$ cat config.mk
export PLATFORM = sky130hd
export DESIGN_NAME = display_timing
export DESIGN_NICKNAME = d
export VERILOG_FILES = /design/src/shared/display_pkg.sv /design/src/core/display_timing.sv /design/src/core/scan_gen.sv /design/src/core/mem_slot.sv
export SDC_FILE = /design/constraint.sdc
export NUM_CORES = 1
export LEC_CHECK = 0
export BUFFER_PORTS_ARGS = -buffer_cell sky130_fd_sc_hd__buf_2
export CAP_MARGIN = 0
export CORE_AREA = 2 2 115 117
export CTS_BUF_LIST = sky130_fd_sc_hd__clkbuf_16
export CTS_CLUSTER_SIZE = 8
export DETAILED_ROUTE_END_ITERATION = 10
export DIE_AREA = 0 0 117 119
export HOLD_SLACK_MARGIN = 0.1
export PLACE_DENSITY_LB_ADDON = 0.1
export SETUP_SLACK_MARGIN = 0.02
export SLEW_MARGIN = 30
export SYNTH_ARGS = -nofsm -noshare
export SYNTH_HDL_FRONTEND = slang
export SYNTH_SLANG_ARGS = --single-unit
$ cat constraint.sdc
create_clock -name clk -period 3.08 [get_ports clk]
set_clock_uncertainty 0.2 [all_clocks]
set_input_delay 0.616 -clock clk [delete_from_list [all_inputs] [get_ports clk]]
set_output_delay 0.616 -clock clk [all_outputs]
set_load 0.02 [all_outputs]
$ cat src/shared/display_pkg.sv
package display_pkg;

  // raster timing: horizontal counts in main_timebase periods, vertical counts in lines
  localparam int unsigned TB_NS = 571;
  localparam logic [6:0] LINE_LAST = 7'h6F;
  localparam logic [6:0] HSYNC_END = 7'h08;
  localparam logic [6:0] HDISP_START = 7'h14;
  localparam logic [6:0] HDISP_END = 7'h54;
  localparam logic [6:0] REFRESH_FIRST = 7'h0A;
  localparam logic [6:0] REFRESH_END = 7'h12;
  localparam logic [8:0] FIELD_LAST_LONG = 9'h138;
  localparam logic [8:0] FIELD_LAST_SHORT = 9'h137;
  localparam logic [8:0] VSYNC_END = 9'h003;
  localparam logic [8:0] VDISP_START = 9'h028;
  localparam logic [8:0] VDISP_END = 9'h128;

  // apb register indices, byte address is index times four
  localparam int unsigned ADDR_W = 6;
  localparam logic [3:0] IDX_STATUS = 4'h0;
  localparam logic [3:0] IDX_CONTROL_ONE = 4'h1;
  localparam logic [3:0] IDX_CONTROL_TWO = 4'h2;
  localparam logic [3:0] IDX_X_HI = 4'h8;
  localparam logic [3:0] IDX_X_LO = 4'h9;
  localparam logic [3:0] IDX_Y_HI = 4'hA;
  localparam logic [3:0] IDX_Y_LO = 4'hB;
  localparam logic [3:0] IDX_PEN_X = 4'hC;
  localparam logic [3:0] IDX_PEN_Y = 4'hD;

  // control_one fields
  localparam int unsigned C1_WRITE_EN = 0;
  localparam int unsigned C1_PEN_SEL = 1;
  localparam int unsigned C1_FAST = 2;
  localparam int unsigned C1_IE_PEN = 4;
  localparam int unsigned C1_IE_VB = 5;
  localparam int unsigned C1_IE_CMD = 6;
  localparam logic [6:0] CONTROL_ONE_RST = 7'h00;
  localparam logic [3:0] CONTROL_TWO_RST = 4'h0;

  // status fields
  localparam int unsigned ST_PEN_IDLE = 0;
  localparam int unsigned ST_VB = 1;
  localparam int unsigned ST_READY = 2;
  localparam int unsigned ST_OUTSIDE = 3;
  localparam int unsigned ST_F_PEN = 4;
  localparam int unsigned ST_F_VB = 5;
  localparam int unsigned ST_F_CMD = 6;
  localparam int unsigned ST_SUMMARY = 7;

  // command codes
  localparam logic [7:0] CMD_PEN_ARM = 8'h08;
  localparam logic [7:0] CMD_MEM_FREE = 8'h0F;
  localparam logic [7:0] CMD_PLOT_DOT = 8'h80;

  typedef enum logic [2:0] {
    SLOT_IDLE,
    SLOT_DISPLAY,
    SLOT_REFRESH,
    SLOT_DOT,
    SLOT_FREE
  } slot_e;

  typedef struct packed {
    logic [6:0] h;
    logic [8:0] v;
    logic hblank;
    logic vblank;
    logic sync;
  } scan_s;

endpackage

$ cat src/core/display_timing.sv
// Local design decisions: the APB interface to the registers and the address map.
module display_timing
  import display_pkg::*;
(
  // clock and reset
  input wire logic clk,
  input wire logic rst_n,
  // apb slave
  input wire logic psel,
  input wire logic penable,
  input wire logic pwrite,
  input wire logic [ADDR_W-1:0] paddr,
  input wire logic [31:0] pwdata,
  output logic [31:0] prdata,
  output logic pready,
  output logic pslverr,
  // device pins in
  input wire logic main_timebase,
  input wire logic scan_format_select,
  input wire logic write_only_mode,
  input wire logic light_pen_strobe,
  // video
  output logic composite_sync,
  output logic blank_out,
  output logic vertical_blank,
  // display memory
  output logic [6:0] display_addr_mux,
  output logic [3:0] pixel_write_select,
  output logic all_chips_n,
  output logic erase_level,
  output logic memory_write_n,
  output logic memory_free_n,
  // interrupt, open drain
  input wire logic irq_in,
  output logic irq_out,
  output logic irq_oe_n,
  // light pen
  output logic force_white_n
);

  function automatic logic [3:0] one_hot(input logic [1:0] sel);
    one_hot = 4'h1 << sel;
  endfunction

  function automatic logic idx_is(input logic [ADDR_W-1:0] addr, input logic [3:0] idx);
    idx_is = (addr[ADDR_W-1:2] == idx) && (addr[1:0] == 2'h0);
  endfunction

  scan_s scan;
  slot_e slot;
  logic tb_q;
  logic pen_prev_q;
  logic vb_prev_q;
  logic [6:0] control_one_q;
  logic [3:0] ctrl2_q;
  logic [11:0] x_q;
  logic [11:0] y_q;
  logic [6:0] pen_x_q;
  logic [7:0] pen_y_q;
  logic ready_q;
  logic pen_armed_q;
  logic dot_pend_q;
  logic free_pend_q;
  logic [2:0] flag_q;
  logic [2:0] flag_d;
  logic [6:0] row_q;
  logic [6:0] col_q;
  logic [31:0] prdata_q;
  logic pready_q;
  logic pslverr_q;
  logic sync_q;
  logic blank_q;
  logic vb_q;
  logic [6:0] addr_q;
  logic [3:0] msl_q;
  logic all_n_q;
  logic erase_q;
  logic write_n_q;
  logic free_n_q;
  logic irq_oe_n_q;
  logic white_n_q;

  // falling edge of the master timebase steps the raster and the memory slot outputs
  wire tick = tb_q && !main_timebase;

  scan_gen u_scan (
    .clk(clk),
    .rst_n(rst_n),
    .tick(tick),
    .interlace(scan_format_select),
    .scan(scan)
  );

  mem_slot u_slot (
    .scan(scan),
    .write_only(write_only_mode),
    .fast_write(control_one_q[C1_FAST]),
    .dot_pending(dot_pend_q),
    .free_pending(free_pend_q),
    .slot(slot)
  );

  // bus decode: one wait state, then the access completes
  wire access = psel && penable && pready_q;
  wire wr = access && pwrite;
  wire rd = access && !pwrite;
  wire hit_status = idx_is(paddr, IDX_STATUS);
  wire hit_c1 = idx_is(paddr, IDX_CONTROL_ONE);
  wire hit_c2 = idx_is(paddr, IDX_CONTROL_TWO);
  wire hit_xh = idx_is(paddr, IDX_X_HI);
  wire hit_xl = idx_is(paddr, IDX_X_LO);
  wire hit_yh = idx_is(paddr, IDX_Y_HI);
  wire hit_yl = idx_is(paddr, IDX_Y_LO);
  wire hit_px = idx_is(paddr, IDX_PEN_X);
  wire hit_py = idx_is(paddr, IDX_PEN_Y);
  wire mapped = hit_status | hit_c1 | hit_c2 | hit_xh | hit_xl | hit_yh | hit_yl | hit_px | hit_py;
  wire [7:0] wbyte = pwdata[7:0];

  // commands are accepted only while ready; others are dropped
  wire cmd_wr = wr && hit_status && ready_q;
  wire cmd_arm = cmd_wr && (wbyte == CMD_PEN_ARM);
  wire cmd_free = cmd_wr && (wbyte == CMD_MEM_FREE);
  wire cmd_dot = cmd_wr && (wbyte == CMD_PLOT_DOT);
  wire cmd_other = cmd_wr && !cmd_arm && !cmd_free && !cmd_dot;
  wire dot_done = tick && (slot == SLOT_DOT);
  wire free_done = tick && (slot == SLOT_FREE);
  wire cmd_done = cmd_arm | cmd_other | dot_done | free_done;

  // light pen capture on a rising strobe while armed
  wire pen_hit = pen_armed_q && light_pen_strobe && !pen_prev_q;
  wire vb_rise = scan.vblank && !vb_prev_q;

  // sticky flags: a new event wins over the read clear
  wire [2:0] flag_evt = {cmd_done && control_one_q[C1_IE_CMD],
                         vb_rise && control_one_q[C1_IE_VB],
                         pen_hit && control_one_q[C1_IE_PEN]};
  wire status_read = rd && hit_status;
  wire summary = |flag_q;
  wire outside = (|x_q[11:9]) || (|y_q[11:9]);

  // a read clears only the flags its data showed, so an event landing mid-read is kept
  wire [2:0] flag_seen = prdata_q[ST_F_CMD:ST_F_PEN];

  always_comb begin
    flag_d = flag_q;
    if (status_read) begin
      flag_d = flag_q & ~flag_seen;
    end
    flag_d = flag_d | flag_evt;
  end

  wire [7:0] status_byte = {summary, flag_q, outside, ready_q, scan.vblank, !pen_armed_q};
  wire [7:0] rbyte = hit_status ? status_byte :
                     hit_c1 ? {1'b0, control_one_q} :
                     hit_c2 ? {4'h0, ctrl2_q} :
                     hit_xh ? {4'h0, x_q[11:8]} :
                     hit_xl ? x_q[7:0] :
                     hit_yh ? {4'h0, y_q[11:8]} :
                     hit_yl ? y_q[7:0] :
                     hit_px ? {1'b0, pen_x_q} :
                     hit_py ? pen_y_q : 8'h00;

  // address halves for the current slot
  wire dot_slot = (slot == SLOT_DOT);
  // dot writes and processor exchanges both address the x and y pointers
  wire xy_slot = dot_slot || (slot == SLOT_FREE);
  wire [6:0] row_d = xy_slot ? y_q[6:0] : scan.v[6:0];
  wire [6:0] col_d = xy_slot ? x_q[6:0] : scan.h;
  wire collective = (slot == SLOT_DISPLAY) || (slot == SLOT_REFRESH);

  // bus slave
  always_ff @(posedge clk or negedge rst_n) begin
    if (!rst_n) begin
      pready_q <= 1'b0;
      prdata_q <= 32'h0000_0000;
      pslverr_q <= 1'b0;
    end else begin
      pready_q <= psel && penable && !pready_q;
      prdata_q <= {24'h00_0000, rbyte};
      pslverr_q <= psel && penable && !pready_q && !mapped;
    end
  end

  // software registers
  always_ff @(posedge clk or negedge rst_n) begin
    if (!rst_n) begin
      control_one_q <= CONTROL_ONE_RST;
      ctrl2_q <= CONTROL_TWO_RST;
      x_q <= 12'h000;
      y_q <= 12'h000;
    end else if (wr) begin
      if (hit_c1) control_one_q <= wbyte[6:0];
      if (hit_c2) ctrl2_q <= wbyte[3:0];
      if (hit_xh) x_q[11:8] <= wbyte[3:0];
      if (hit_xl) x_q[7:0] <= wbyte;
      if (hit_yh) y_q[11:8] <= wbyte[3:0];
      if (hit_yl) y_q[7:0] <= wbyte;
    end
  end

  // command engine
  always_ff @(posedge clk or negedge rst_n) begin
    if (!rst_n) begin
      ready_q <= 1'b1;
      dot_pend_q <= 1'b0;
      free_pend_q <= 1'b0;
    end else begin
      if (cmd_dot) dot_pend_q <= 1'b1;
      else if (dot_done) dot_pend_q <= 1'b0;
      if (cmd_free) free_pend_q <= 1'b1;
      else if (free_done) free_pend_q <= 1'b0;
      if (cmd_dot || cmd_free) ready_q <= 1'b0;
      else if (dot_done || free_done) ready_q <= 1'b1;
    end
  end

  // light pen
  always_ff @(posedge clk or negedge rst_n) begin
    if (!rst_n) begin
      pen_armed_q <= 1'b0;
      pen_prev_q <= 1'b0;
      pen_x_q <= 7'h00;
      pen_y_q <= 8'h00;
      white_n_q <= 1'b1;
    end else begin
      pen_prev_q <= light_pen_strobe;
      if (cmd_arm) pen_armed_q <= 1'b1;
      else if (pen_hit) pen_armed_q <= 1'b0;
      if (pen_hit) begin
        pen_x_q <= {scan.h[5:0], 1'b1};
        pen_y_q <= scan.v[7:0];
      end
      white_n_q <= !(pen_armed_q && !pen_hit);
    end
  end

  // status flags and interrupt drive
  always_ff @(posedge clk or negedge rst_n) begin
    if (!rst_n) begin
      flag_q <= 3'h0;
      // the raster starts inside vertical blanking, so no false rise after reset
      vb_prev_q <= 1'b1;
      irq_oe_n_q <= 1'b1;
    end else begin
      flag_q <= flag_d;
      vb_prev_q <= scan.vblank;
      irq_oe_n_q <= !(|flag_d);
    end
  end

  // timebase sampling and memory slot outputs
  always_ff @(posedge clk or negedge rst_n) begin
    if (!rst_n) begin
      tb_q <= 1'b0;
      row_q <= 7'h00;
      col_q <= 7'h00;
      msl_q <= 4'h0;
      all_n_q <= 1'b1;
      write_n_q <= 1'b1;
      free_n_q <= 1'b1;
    end else begin
      tb_q <= main_timebase;
      if (tick) begin
        row_q <= row_d;
        col_q <= col_d;
        msl_q <= dot_slot ? one_hot(x_q[8:7]) : 4'h0;
        all_n_q <= write_only_mode || !collective;
        write_n_q <= !(dot_slot && control_one_q[C1_WRITE_EN]);
        free_n_q <= (slot != SLOT_FREE);
      end
    end
  end

  // pin-side video and address outputs
  always_ff @(posedge clk or negedge rst_n) begin
    if (!rst_n) begin
      addr_q <= 7'h00;
      sync_q <= 1'b0;
      blank_q <= 1'b1;
      vb_q <= 1'b0;
      erase_q <= 1'b1;
    end else begin
      addr_q <= main_timebase ? col_q : row_q;
      sync_q <= scan.sync;
      blank_q <= scan.hblank || scan.vblank || control_one_q[C1_FAST];
      vb_q <= scan.vblank;
      erase_q <= !control_one_q[C1_PEN_SEL];
    end
  end

  assign prdata = prdata_q;
  assign pready = pready_q;
  assign pslverr = pslverr_q;
  assign composite_sync = sync_q;
  assign blank_out = blank_q;
  assign vertical_blank = vb_q;
  assign display_addr_mux = addr_q;
  assign pixel_write_select = msl_q;
  assign all_chips_n = all_n_q;
  assign erase_level = erase_q;
  assign memory_write_n = write_n_q;
  assign memory_free_n = free_n_q;
  assign irq_out = 1'b0;
  assign irq_oe_n = irq_oe_n_q;
  assign force_white_n = white_n_q;

endmodule

$ cat src/core/scan_gen.sv
module scan_gen
  import display_pkg::*;
(
  // clock and reset
  input wire logic clk,
  input wire logic rst_n,
  // timebase step and format
  input wire logic tick,
  input wire logic interlace,
  // raster position
  output scan_s scan
);

  logic [6:0] h_q;
  logic [8:0] v_q;
  logic field_q;
  wire line_end = (h_q == LINE_LAST);
  // interlaced fields alternate 313 and 312 lines, giving 625
  wire [8:0] field_last = (interlace && !field_q) ? FIELD_LAST_LONG : FIELD_LAST_SHORT;
  wire field_end = line_end && (v_q == field_last);
  wire hsync = (h_q < HSYNC_END);
  wire vsync = (v_q < VSYNC_END);

  always_ff @(posedge clk or negedge rst_n) begin
    if (!rst_n) begin
      h_q <= 7'h00;
      v_q <= 9'h000;
      field_q <= 1'b0;
    end else if (tick) begin
      h_q <= line_end ? 7'h00 : h_q + 7'h01;
      if (line_end) begin
        v_q <= field_end ? 9'h000 : v_q + 9'h001;
      end
      if (field_end) begin
        field_q <= interlace ? ~field_q : 1'b0;
      end
    end
  end

  assign scan.h = h_q;
  assign scan.v = v_q;
  assign scan.hblank = (h_q < HDISP_START) || (h_q >= HDISP_END);
  assign scan.vblank = (v_q < VDISP_START) || (v_q >= VDISP_END);
  // serrated composite sync; no register input reaches it, and of the modes only interlace does, through the field length
  assign scan.sync = vsync ? ~hsync : hsync;

endmodule

$ cat src/core/mem_slot.sv
module mem_slot
  import display_pkg::*;
(
  // raster and modes
  input scan_s scan,
  input wire logic write_only,
  input wire logic fast_write,
  // pending requests
  input wire logic dot_pending,
  input wire logic free_pending,
  // chosen use of this memory slot
  output slot_e slot
);

  wire in_window = !scan.hblank && !scan.vblank;
  wire refresh_due = (scan.h >= REFRESH_FIRST) && (scan.h < REFRESH_END);
  wire display_slot = !write_only && in_window && !fast_write;
  wire refresh_slot = !write_only && refresh_due;

  assign slot = display_slot ? SLOT_DISPLAY :
                refresh_slot ? SLOT_REFRESH :
                dot_pending ? SLOT_DOT :
                free_pending ? SLOT_FREE : SLOT_IDLE;

endmodule

# --- After elaboration in Yosys (flattened, before gate mapping) ---
# Index checks and enable logic that the tools add are counted.
classes:
  n_shift: 1
  n_lt_le_gt_ge: 8
  reduce_logical: 91
  n_bitwise: 16
  addsub: 2
  n_mux: 31
  n_eq_ne: 18
ops:
  columns: ["cell", "n"]
  rows:
  - ["$mux 8", 9]
  - ["$logic_and 1x1->1", 42]
  - ["$mux 7", 4]
  - ["$eq 4x4->1 const B", 6]
  - ["$logic_not 1->1", 21]
  - ["$eq 8x4->1 const B", 2]
  - ["$reduce_and 2->1", 8]
  - ["$mux 3", 5]
  - ["$lt 7x5->1 const B", 2]
  - ["$reduce_or 3->1", 4]
  - ["$or 1x1->1", 11]
  - ["$logic_or 1x1->1", 10]
  - ["$mux 1", 10]
  - ["$add 9x1->9 const B", 1]
  - ["$eq 9x9->1", 1]
  - ["$ge 9x9->1 const B", 1]
  - ["$lt 9x2->1 const B", 1]
  - ["$lt 9x6->1 const B", 1]
  - ["$mux 9", 1]
  - ["$eq 8x8->1 const B", 1]
  - ["$mux 4", 2]
  - ["$reduce_bool 2->1", 4]
  - ["$add 7x1->7 const B", 1]
  - ["$eq 7x7->1 const B", 1]
  - ["16 further kinds", 18]
totals:
  inputBits: 48
  ff_bits: 121
  elab_cells: 202
  out_inout_bits: 55

# --- Logic depth before layout (Yosys ltp) ---
# Gate-level depths: netlist of the first run.
logic_depth:
  depth_word: 17
  mapped_depth: 8
  mapped_depth_nobuf: 7

# --- Hierarchy ---
# A second synthesis of the first run with hierarchy kept.
hier_totals:
  cells_unflattened: 577
  hier_area_um2: 5928.2
by_module_without_submodules:
  columns: ["module", "area_each_um2", "instances", "cells_each"]
  rows:
  - ["display_timing", 4850.9, 1, 459]
  - ["scan_gen", 985.9, 1, 106]
  - ["mem_slot", 91.3, 1, 12]

# --- Worst setup path before layout of the first run ---
# No wires, ideal clock.
synth_timing:
  kind: "input-to-reg"
  start: "input paddr[5]"
  end: "register control_one_q[0]"
  stages: 4
  slack_ns: 0.688
  t_arrival_ns: 2.067
  n_path_buf: 1
  path_cell_list: "or4_4 -> buf_6 -> nor3_2 -> mux2_2"
synth_between:
  elab_chain_len: 3
synth_lines:
  columns: ["item", "line_no", "text"]
  rows:
  - ["from (decl)", "display_timing.sv:12", "input wire logic [ADDR_W-1:0] paddr,"]
  - ["$eq 4x1->1", "display_timing.sv:46", "idx_is = (addr[ADDR_W-1:2] == idx) && (addr[1:0] == 2'h0);"]
  - ["$logic_and 1x1->1", "display_timing.sv:46", null]
  - ["$reduce_and 2->1 (no line)", null, null]
  - ["to (signal assigned)", "display_timing.sv:192", "if (hit_c1) control_one_q <= wbyte[6:0];"]
  - ["to (decl)", "display_timing.sv:54", "logic [6:0] control_one_q;"]
# No other way between the ends.
# A chain may end at the register's enable or synchronous reset.

==> results of run 1 <==
## registers in the layout, indices dropped and copies added, names as in the netlist, 3 cells and up
signal              count
u_scan.h_q              7
flag_q                  3
prdata                  8
y_q                    12
pixel_write_select      4
ctrl2_q                 4
u_scan.v_q              9
display_addr_mux        7
pen_x_q                 7
control_one_q           7
col_q                   7
pen_y_q                 8
row_q                   7
x_q                    12
## final cells by class
| class | count | area share, % |
|---|---|---|
| clock buffers | 17 | 6.282 |
| inverters | 15 | 0.8315 |
| repair buffers | 72 | 6.319 |
| clock inverters | 15 | 1.072 |
| flip-flops and latches | 121 | 44.88 |
| multi-input cells | 398 | 37.36 |
| well taps | 176 | 3.252 |
## power by group through the flow
stage	clock network (mW)	registers, mW	logic (mW)
6_report	1.68	1.76	0.482
5_1_grt	1.79	1.77	0.537
4_1_cts	1.71	1.76	0.483
3_5_place_dp	0	1.79	0.480
3_3_place_gp	0	1.78	0.474
2_1_floorplan	0	1.80	0.315
## through the flow
stage	std cells	worst slack [ns]
final	814	0.4427
after global routing	814	0.3100
after CTS	814	0.2953
after detailed placement	781	0.2343
after global placement	781	0.2528
after floorplan	589	0.6881
## worst max-delay path, cell delays in order (launching register included)
cell and delay (ns):
dfrtp_1 0.46, or3_1 0.41, o211ai_2 0.40, nand4bb_1 0.24
o221ai_4 0.28, mux2i_1 0.38, a21oi_1 0.12
## path summary, 6_finish.rpt
check | depth (start not counted) | to | slack (ns) | startpoint
setup / recovery | 6 | row_q[5] | 0.44 | u_scan.v_q[7]
hold / removal | 1 | pen_prev_q | 0.15 | light_pen_strobe
setup reg to reg | 6 | row_q[5] | 0.44 | u_scan.v_q[7]
hold reg to reg | 1 | erase_level | 0.19 | control_one_q[1]
max in group asynchronous | 3 | blank_out | 1.48 | rst_n
min in group asynchronous | 2 | y_q[11] | 0.49 | rst_n
## Yosys cell counts (all sizes together) (4+ instances only)
cell | instances | area, µm²
or3 | 6 | 37.54
nand3 | 11 | 55.05
nand2 | 76 | 285.3
clkbuf | 18 | 67.56
xnor2 | 5 | 43.79
nor2b | 4 | 25.02
mux2 | 40 | 450.4
nand2b | 5 | 38.78
a22oi | 5 | 37.54
xor2 | 5 | 43.79
dfstp | 9 | 236.5
buf | 37 | 265.3
nor4 | 7 | 80.07
nand3b | 4 | 30.03
mux2i | 17 | 170.2
a221oi | 4 | 35.03
nand4 | 5 | 31.28
dfrtp | 112 | 2803
o21ai | 31 | 158.9
a21oi | 29 | 156.4
nor3 | 16 | 90.09
a31oi | 4 | 25.02
o31ai | 4 | 30.03
inv | 14 | 52.55
nor2 | 49 | 191.4
## placed cells by master (no fill, tap or decap), drive strengths merged, types with 17 or more instances in the layout
cell type | synthesis | layout
dfrtp | 112 | 112
nand2 | 76 | 76
buf | 37 | 71
nor2 | 49 | 49
mux2 | 40 | 40
o21ai | 31 | 31
a21oi | 29 | 29
conb | 1 | 25
inv | 14 | 17
mux2i | 17 | 17
clkbuf | 18 | 17
## logic make-up after synthesis
kind of cell,after synthesis,synth area share [%]
XOR/XNOR,10,1.496
flip-flops,121,51.91
AO/OA/AOI/OAI,105,11.73
multiplexers,57,10.60
other,1,0.06405
adder cells (fa/ha/maj),3,0.6412
buffers and inverters,70,6.646
AND/OR/NAND/NOR,198,16.91
## routing by layer
metal  part of all wire [%]  vias up
met5                      0        -
met3                    4.4       26
met4                    2.4        0
li1                       -     2052
met2                     45      105
met1                     48     2149
==> summary.md, run 1 <==
| Metric | Value |
|---|---|
| Met3 GRT Util | `4.427%` |
| H-tree Lvls | `4` |
| Maximum Capacitance Violations | `0` |
| Total power | `3.928 mW` |
| Switching share of total power | `between 20% and 30%` |
| Hold Buf Count CTS | `1` |
| Highest Clock Rate | `0.3792 GHz` |
| Period utilization | `between 80% and 90%` |
| Met1 global-route usage | `32.69%` |
| Ys flop type | `dfrtp_1` |
| DR WL/cell | `17.27 µm` |
| Root Driver | `clkbuf_16` |
| Sequential fraction of the synthesis area | `51.91%` |
| GPL Wtd Cong | `a little over 0.8` |
| # IOs | `103` |
| Synth cell types | `67` |
| GRT met2 Usage | `31.94%` |
| Vias | `4332` |
| Reg area | `0.003039 mm²` |
| Final Max Slew Viols | `0` |
| Synth warnings | `0` |
| Worst-Margin Slew | `0.6739 ns` |
| Initial Util | `45.47%` |
| First-pass GRT wire length | `23.05 mm` |
| Core Util, Final | `between 50% and 60%` |
| Lkg Pwr | `3.265 nW` |
| Cell Int Power | `2.859 mW` |
| Worst-path clk slew | `0.05 ns` |
| GRT Overall Usage | `22.14%` |
| Setup TNS | `0 ns` |
| Num CTS Buffers | `17` |
| Post-DP Area | `~0.0063 mm²` |
| DRC | `0` |
| Clock latency on the worst-skew pair | `roughly 0.42 ns` |
| Mapped cell area | `0.005854 mm²` |
| Row Count | `42` |
| Postcts setup bufs | `0` |
| Core area | `0.01287 mm²` |
| Clock buffer depth | `2` |
| Max rail drop VDD | `0.3650 mV` |
| Die area | `0.01392 mm²` |
| Setup Crit Path Kind | `reg2reg` |
| Worst hold slack | `0.1492 ns` |
| Clock power frac | `between 40% and 50%` |
| CP Launch Type | `register` |
| Worst min-delay path class | `in2reg` |
| Area occupied by multi-input gates | `between 0.002 and 0.003 mm²` |
| Nets | `slightly below 700` |
| Synth Register Bits | `121` |
| FFs w/ async S/R, synth | `100.0%` |
| TritonCTS clock tree | `yes` |
| Final setup fails | `0` |
| Via density | `approximately 5.3` |
| Residual antenna-violating net count after detailed routing | `0` |
| Most Crowded Layer GR | `met1` |
| Post-synth EDFFs | `0` |
| Worst slew margin relative to its limit | `54.60%` |
| Status | `completed` |
| Min cycle time layout | `2.637 ns` |
| Drt total wl | `14.06 mm` |
| Critical path arrival | `approximately 2.7 ns` |
| Hold violation total from the final report | `0` |
| Number of global-route vias before repair | `4252` |
| Part of the power in registers | `between 40% and 50%` |
| Dpl hpwl | `10.06 mm` |
| Clk sink count | `between 100 and 150` |
| Chip height | `119 µm` |
| CTS resizes | `0` |
| Design Area, Final | `0.006771 mm²` |
| P_sw | `1.069 mW` |
| Combinational share of power | `12.3%` |
| I/O Buffers | `52` |
| Antenna Cells | `0` |
| DR iter-0 viols | `332` |
| Critical Path RT | `approximately 3.2 ns` |
| # fillers | `~1200` |
| Syn_area_per_cell | `10.36 µm²` |
| TritonRoute pass-1 iters | `4` |
| Die width | `117 µm` |
| Overflow after GRT | `0` |
| Layout cells sized above 1 | `between 20% and 30%` |
| Initial antenna violation count | `0` |
| Power per cell area | `580.1 mW/mm²` |
| Syn Inst Count | `565` |
| CP max FO | `14` |
| Area growth syn-to-layout | `15.67%` |
| Largest net degree at the start of global routing | `47` |
| RSZ-0062 raised after global routing | `no` |
| Endpoint class of the critical path | `register` |
Power figures use the tool's default switching activity.
==> run 2, diff against run 1 <==
--- a/config.mk
+++ b/config.mk
@@ -7,11 +7,11 @@
 export LEC_CHECK = 0
 export BUFFER_PORTS_ARGS = -buffer_cell sky130_fd_sc_hd__buf_2
 export CAP_MARGIN = 0
-export CORE_AREA = 2 2 115 117
+export CORE_AREA = 2 2 121 111
 export CTS_BUF_LIST = sky130_fd_sc_hd__clkbuf_16
 export CTS_CLUSTER_SIZE = 8
 export DETAILED_ROUTE_END_ITERATION = 10
-export DIE_AREA = 0 0 117 119
+export DIE_AREA = 0 0 123 113
 export HOLD_SLACK_MARGIN = 0.1
 export PLACE_DENSITY_LB_ADDON = 0.1
 export SETUP_SLACK_MARGIN = 0.02
==> summary.md, run 2 (synthesis gave the netlist of run 1 again) <==
| Metric | Value |
|---|---|
| Area growth syn-to-layout | `14.75% (was 15.67%)` |
| Switching share of total power | `26.53% (was 27.21%)` |
| GRT Overall Usage | `21.89% (was 22.14%)` |
| Clock buffer depth | `2 (unchanged)` |
| Max rail drop VDD | `0.3818 mV (was 0.3650 mV)` |
| Part of the power in registers | `45.5% (was 44.9%)` |
| Design Area, Final | `0.006718 mm² (was 0.006771 mm²)` |
| Layout cells sized above 1 | `24.33% (was 25.39%)` |
| Core area | `0.01259 mm² (was 0.01287 mm²)` |
| TritonRoute pass-1 iters | `5 (was 4)` |
| Drt total wl | `13.86 mm (was 14.06 mm)` |
| Power per cell area | `576.5 mW/mm² (was 580.1 mW/mm²)` |
| H-tree Lvls | `4 (unchanged)` |
| Initial Util | `46.50% (was 45.47%)` |
| Largest net degree at the start of global routing | `60 (was 47)` |
| Die area | `0.01390 mm² (was 0.01392 mm²)` |
| Commonest non-fill, non-tap cells in the layout | `dfrtp_1, nand2_1, buf_2 (unchanged)` |
| Post-DP Area | `0.006215 mm² (was 0.006252 mm²)` |
| Num CTS Buffers | `17 (unchanged)` |
| P_sw | `1.028 mW (was 1.069 mW)` |
| Combinational share of power | `12.5% (was 12.3%)` |
| Final Max Slew Viols | `0 (unchanged)` |
| Worst slew margin relative to its limit | `53.51% (was 54.60%)` |
| GPL Wtd Cong | `0.8597 (was 0.8214)` |
| Residual antenna-violating net count after detailed routing | `0 (unchanged)` |
| Row Count | `39 (was 42)` |
| Root Driver | `clkbuf_16 (unchanged)` |
| # IOs | `103 (unchanged)` |
| Dpl hpwl | `10.12 mm (was 10.06 mm)` |
| Min cycle time layout | `2.659 ns (was 2.637 ns)` |
| CTS resizes | `0 (unchanged)` |
| Setup Crit Path Kind | `reg2reg (unchanged)` |
| Clk sink count | `121 (unchanged)` |
| Final setup fails | `0 (unchanged)` |
| DR WL/cell | `17.37 µm (was 17.27 µm)` |
| Clock latency on the worst-skew pair | `0.41 ns (was 0.42 ns)` |
| Setup TNS | `0 ns (unchanged)` |
| Cell Int Power | `2.845 mW (was 2.859 mW)` |
| Lkg Pwr | `3.258 nW (was 3.265 nW)` |
| Largest regs | `x_q x12, y_q x12, u_scan.v_q x9 (unchanged)` |
| First-pass GRT wire length | `22.63 mm (was 23.05 mm)` |
| CP max FO | `14 (unchanged)` |
| Endpoint class of the critical path | `register (unchanged)` |
| DR iter-0 viols | `346 (was 332)` |
| Hold violation total from the final report | `0 (unchanged)` |
| Worst min-delay path class | `in2reg (unchanged)` |
| I/O Buffers | `52 (unchanged)` |
| Vias | `4327 (was 4332)` |
| TritonCTS clock tree | `yes (unchanged)` |
| Overflow after GRT | `0 (unchanged)` |
| Number of global-route vias before repair | `4203 (was 4252)` |
| Worst-Margin Slew | `0.6948 ns (was 0.6739 ns)` |
| Via density | `5.422 (was 5.322)` |
| Die width | `123 µm (was 117 µm)` |
| DRC | `0 (unchanged)` |
| Maximum Capacitance Violations | `0 (unchanged)` |
| Clock power frac | `41.9% (was 42.8%)` |
| Chip height | `113 µm (was 119 µm)` |
| Initial antenna violation count | `0 (unchanged)` |
| Status | `completed (unchanged)` |
| Nets | `673 (was 676)` |
| Worst-path clk slew | `0.05 ns (about the same)` |
| Highest Clock Rate | `0.3761 GHz (was 0.3792 GHz)` |
| Commonest non-fill, non-tap cell in the layout | `dfrtp_1 (unchanged)` |
| Critical path arrival | `2.74 ns (was 2.72 ns)` |
| RSZ-0062 raised after global routing | `no (unchanged)` |
| # fillers | `1131 (was 1192)` |
| CP Launch Type | `register (unchanged)` |
| Period utilization | `86.34% (was 85.63%)` |
| Critical Path RT | `3.16 ns (about the same)` |
## run 2: changes by cell type in the layout (fill, tap and decap cells not counted)
cell / delta
diode_2: +1
inv_1: +4
clkinv_2: -3
clkinv_1: -1
clkinvlp_4: -2
buf_4: -3
## run 2: area by class of cell
| class | count | area, µm² | area share, % |
|---|---|---|---|
| diodes | 1 | 2.502 | 0.03725 |
| clock buffers | 17 | 425.4 | 6.333 |
| clock inverters | 13 | 53.80 | 0.8009 |
| inverters | 15 | 56.30 | 0.8381 |
| multi-input cells | 398 | 2530 | 37.66 |
| flip-flops and latches | 121 | 3039 | 45.24 |
| well taps | 164 | 205.2 | 3.055 |
| repair buffers | 69 | 405.4 | 6.035 |
## run 2: power groups by stage
stage | Clock (mW) | Sequential [mW] | Combinational, mW
2_1_floorplan | 0 | 1.80 | 0.315
3_3_place_gp | 0 | 1.78 | 0.476
3_5_place_dp | 0 | 1.79 | 0.484
4_1_cts | 1.66 | 1.76 | 0.488
5_1_grt | 1.72 | 1.78 | 0.544
6_report | 1.62 | 1.76 | 0.486
## run 2: worst max-delay path, cell delays in order, from the launching register on
cell and delay (ns):
dfrtp_1 0.45, or3_1 0.41, o211ai_2 0.43, nand4bb_1 0.24, o221ai_4 0.29, mux2i_1 0.37
a21oi_1 0.11
## run 2: metrics by stage
step	hold slack (ns)	power (mW)	instances	setup slack, ns	utilization (%)
finish	0.1372	3.873	798	0.4208	53.36
global route	0.1394	4.043	797	0.2976	53.34
CTS	0.1196	3.908	797	0.3368	53.25
detailed placement	0.2041	2.273	766	0.2338	49.36
global placement	0.2084	2.259	766	0.3353	49.36
floorplan	0.1204	2.111	589	0.6881	-
## run 2: what timing repair did
item | in CTS | in global routing
hold buffers | 1 | 0
buffers inserted | 0 | 0
hold endpoints to repair | 25 | 0
## run 2: worst paths after layout
path	cells past startpoint	to	slack, ns	from
setup / recovery	6	row_q[2]	0.42	u_scan.v_q[7]
hold / removal	1	pen_prev_q	0.14	light_pen_strobe
setup reg to reg	6	row_q[2]	0.42	u_scan.v_q[7]
hold reg to reg	1	erase_level	0.21	control_one_q[1]
max in group asynchronous	3	all_chips_n	1.40	rst_n
min in group asynchronous	2	pslverr	0.47	rst_n
## run 2: layer usage
metal	vias to the layer above	wire, µm	GRT usage (%)
li1	2052	-	-
met1	2132	6652	32.32
met2	122	6213	30.98
met4	0	296	9.545
met3	21	698	4.688
met5	-	0	0
==> run 3, diff against run 2 <==
--- a/config.mk
+++ b/config.mk
@@ -5,13 +5,13 @@
 export SDC_FILE = /design/constraint.sdc
 export NUM_CORES = 1
 export LEC_CHECK = 0
-export BUFFER_PORTS_ARGS = -buffer_cell sky130_fd_sc_hd__buf_2
 export CAP_MARGIN = 0
 export CORE_AREA = 2 2 121 111
 export CTS_BUF_LIST = sky130_fd_sc_hd__clkbuf_16
 export CTS_CLUSTER_SIZE = 8
 export DETAILED_ROUTE_END_ITERATION = 10
 export DIE_AREA = 0 0 123 113
+export DONT_BUFFER_PORTS = 1
 export HOLD_SLACK_MARGIN = 0.1
 export PLACE_DENSITY_LB_ADDON = 0.1
 export SETUP_SLACK_MARGIN = 0.02
==> summary.md, run 3 (synthesis gave the netlist of run 1 again) <==
| Metric | Value |
|---|---|
| Status | `finished, violations left (was completed)` |
| Failing checks | `hold timing` |
| Residual antenna-violating net count after detailed routing | `0 (unchanged)` |
| TritonCTS clock tree | `yes (unchanged)` |
| Worst-path clk slew | `0.06 ns (was 0.05 ns)` |
| R2R Setup Slk | `0.41 ns (was 0.42 ns)` |
| Drt total wl | `14.12 mm (was 13.86 mm)` |
| Overflow after GRT | `0 (unchanged)` |
| Final Max Slew Viols | `0 (unchanged)` |
| Commonest non-fill, non-tap cells in the layout | `dfrtp_1, nand2_1, nor2_1 (was dfrtp_1, nand2_1, buf_2)` |
| Critical Path RT | `3.17 ns (was 3.16 ns)` |
| Min cycle time layout | `2.674 ns (was 2.659 ns)` |
| GRT Overall Usage | `22.31% (was 21.89%)` |
| Final setup fails | `0 (unchanged)` |
| Worst-Margin Slew | `0.6958 ns (was 0.6948 ns)` |
| Initial Util | `46.50% (unchanged)` |
| Antenna Cells | `0 (was 1)` |
| Power per cell area | `627.7 mW/mm² (was 576.5 mW/mm²)` |
| Dpl hpwl | `9.847 mm (was 10.12 mm)` |
| Highest Clock Rate | `0.3740 GHz (was 0.3761 GHz)` |
| Total power | `4.063 mW (was 3.873 mW)` |
| Clock latency on the worst-skew pair | `0.42 ns (was 0.41 ns)` |
| Nets | `613 (was 673)` |
| DRC | `0 (unchanged)` |
| Postcts setup bufs | `0 (unchanged)` |
| TritonRoute pass-1 iters | `6 (was 5)` |
| CTS resizes | `0 (unchanged)` |
| CP Launch Type | `register (unchanged)` |
| CP endpoint | `row_q[1] (was row_q[2])` |
| DR iter-0 viols | `331 (was 346)` |
| Die width | `123 µm (unchanged)` |
| CP max FO | `14 (unchanged)` |
| DR WL/cell | `19.11 µm (was 17.37 µm)` |
| Design Area, Final | `0.006472 mm² (was 0.006718 mm²)` |
| Most Crowded Layer GR | `met1 (unchanged)` |
| Area growth syn-to-layout | `10.56% (was 14.75%)` |
| Vias | `4137 (was 4327)` |
| Worst slew margin relative to its limit | `53.44% (was 53.51%)` |
| First-pass GRT wire length | `23.10 mm (was 22.63 mm)` |
| R2R cell count | `5 (was 6)` |
| Maximum Capacitance Violations | `0 (unchanged)` |
| Met3 GRT Util | `7.258% (was 4.688%)` |
| Clk sink count | `121 (unchanged)` |
| Initial antenna violation count | `0 (unchanged)` |
| Max rail drop VDD | `0.4463 mV (was 0.3818 mV)` |
| Largest regs | `x_q x12, y_q x12, u_scan.v_q x9 (unchanged)` |
| Lkg Pwr | `3.022 nW (was 3.258 nW)` |
| Hold violation total from the final report | `121 (was 0)` |
| GPL Wtd Cong | `0.8049 (was 0.8597)` |
| Endpoint class of the critical path | `register (unchanged)` |
| Num CTS Buffers | `17 (unchanged)` |
| Met1 global-route usage | `32.50% (was 32.32%)` |
| Layout cells sized above 1 | `16.87% (was 24.33%)` |
| Root Driver | `clkbuf_16 (unchanged)` |
| Setup Crit Path Kind | `reg2reg (unchanged)` |
| Clock buffer depth | `2 (unchanged)` |
| Commonest non-fill, non-tap cell in the layout | `dfrtp_1 (unchanged)` |
| I/O Buffers | `0 (was 52)` |
| H-tree Lvls | `4 (unchanged)` |
| Chip height | `113 µm (unchanged)` |
| # IOs | `103 (unchanged)` |
| RSZ-0062 raised after global routing | `no (unchanged)` |
| Row Count | `39 (unchanged)` |
| Die area | `0.01390 mm² (unchanged)` |
| Setup TNS | `0 ns (unchanged)` |
| Worst min-delay path class | `in2async (was in2reg)` |
| Number of global-route vias before repair | `4096 (was 4203)` |
| Hold Buf Count CTS | `2 (was 1)` |
| Largest net degree at the start of global routing | `122 (was 60)` |
| Setup crit start | `u_scan.h_q[4] (was u_scan.v_q[7])` |
| Post-DP Area | `0.005883 mm² (was 0.006215 mm²)` |
| Core area | `0.01259 mm² (unchanged)` |
| Reg2reg end | `row_q[1] (was row_q[2])` |
| GRT met2 Usage | `31.45% (was 30.98%)` |
| Critical path arrival | `2.76 ns (was 2.74 ns)` |
| Period utilization | `86.81% (was 86.34%)` |
| Reg2reg start | `u_scan.h_q[4] (was u_scan.v_q[7])` |
| Via density | `5.598 (was 5.422)` |
| Worst hold slack | `-0.3125 ns (was 0.1372 ns)` |
-- run 3: cell count changes in the layout (fill, tap and decap cells not counted) --
| cell | change |
|---|---|
| dlygate4sd3_1 | +1 |
| clkinv_1 | +1 |
| buf_2 | -51 |
| buf_12 | -1 |
| bufinv_16 | +3 |
| inv_1 | -3 |
| buf_4 | -9 |
| clkinvlp_4 | +1 |
| diode_2 | -1 |
-- run 3: metal layers --
metal / share of wire [%] / up-vias / routed length (µm)
met3: 6.5 / 21 / 923
met1: 48 / 2053 / 6712
li1: - / 1927 / -
met4: 1.9 / 0 / 262
met5: 0 / - / 0
met2: 44 / 136 / 6223
-- run 3: worst min path at each step --
stage,end,slack [ns]
after CTS,prdata[7],-0.33
after floorplan,col_q[0],0.12
final,control_one_q[1],-0.31
after detailed placement,pready,0.12
after global placement,control_one_q[1],0.12
after global routing,prdata[7],-0.34
-- run 3: cell type report --
class                      instances  area (µm²)
sequential                       121        3039
clock buffer                      17       425.4
fill                            1137        6117
tap                              164       205.2
clock inverter                    15       143.9
timing repair buffer               9       72.57
inverter                          15       56.30
multi-input combinational        398        2530
-- run 3: worst max-delay path, cell delays in order, from the launching register on --
cell	delay (ns)
dfrtp_1	0.62
nor4b_1	0.30
o21ai_0	0.28
o221ai_4	0.64
mux2i_1	0.38
a21oi_1	0.11
-- run 3: report_power, final --
group / internal, mW / switching [mW]
registers: 1.69 / 0.139
clock network: 1.24 / 0.685
logic: 0.131 / 0.177
-- run 3: metrics by stage --
step	worst slack, ns	util [%]	hold WS [ns]	std cells
4_1_cts	0.4202	51.41	-0.3292	739
3_3_place_gp	0.2838	46.64	0.1224	705
6_report	0.4062	51.41	-0.3125	739
3_5_place_dp	0.3626	46.73	0.1225	705
5_1_grt	0.2896	51.41	-0.3353	739
2_1_floorplan	0.6881	-	0.1204	589
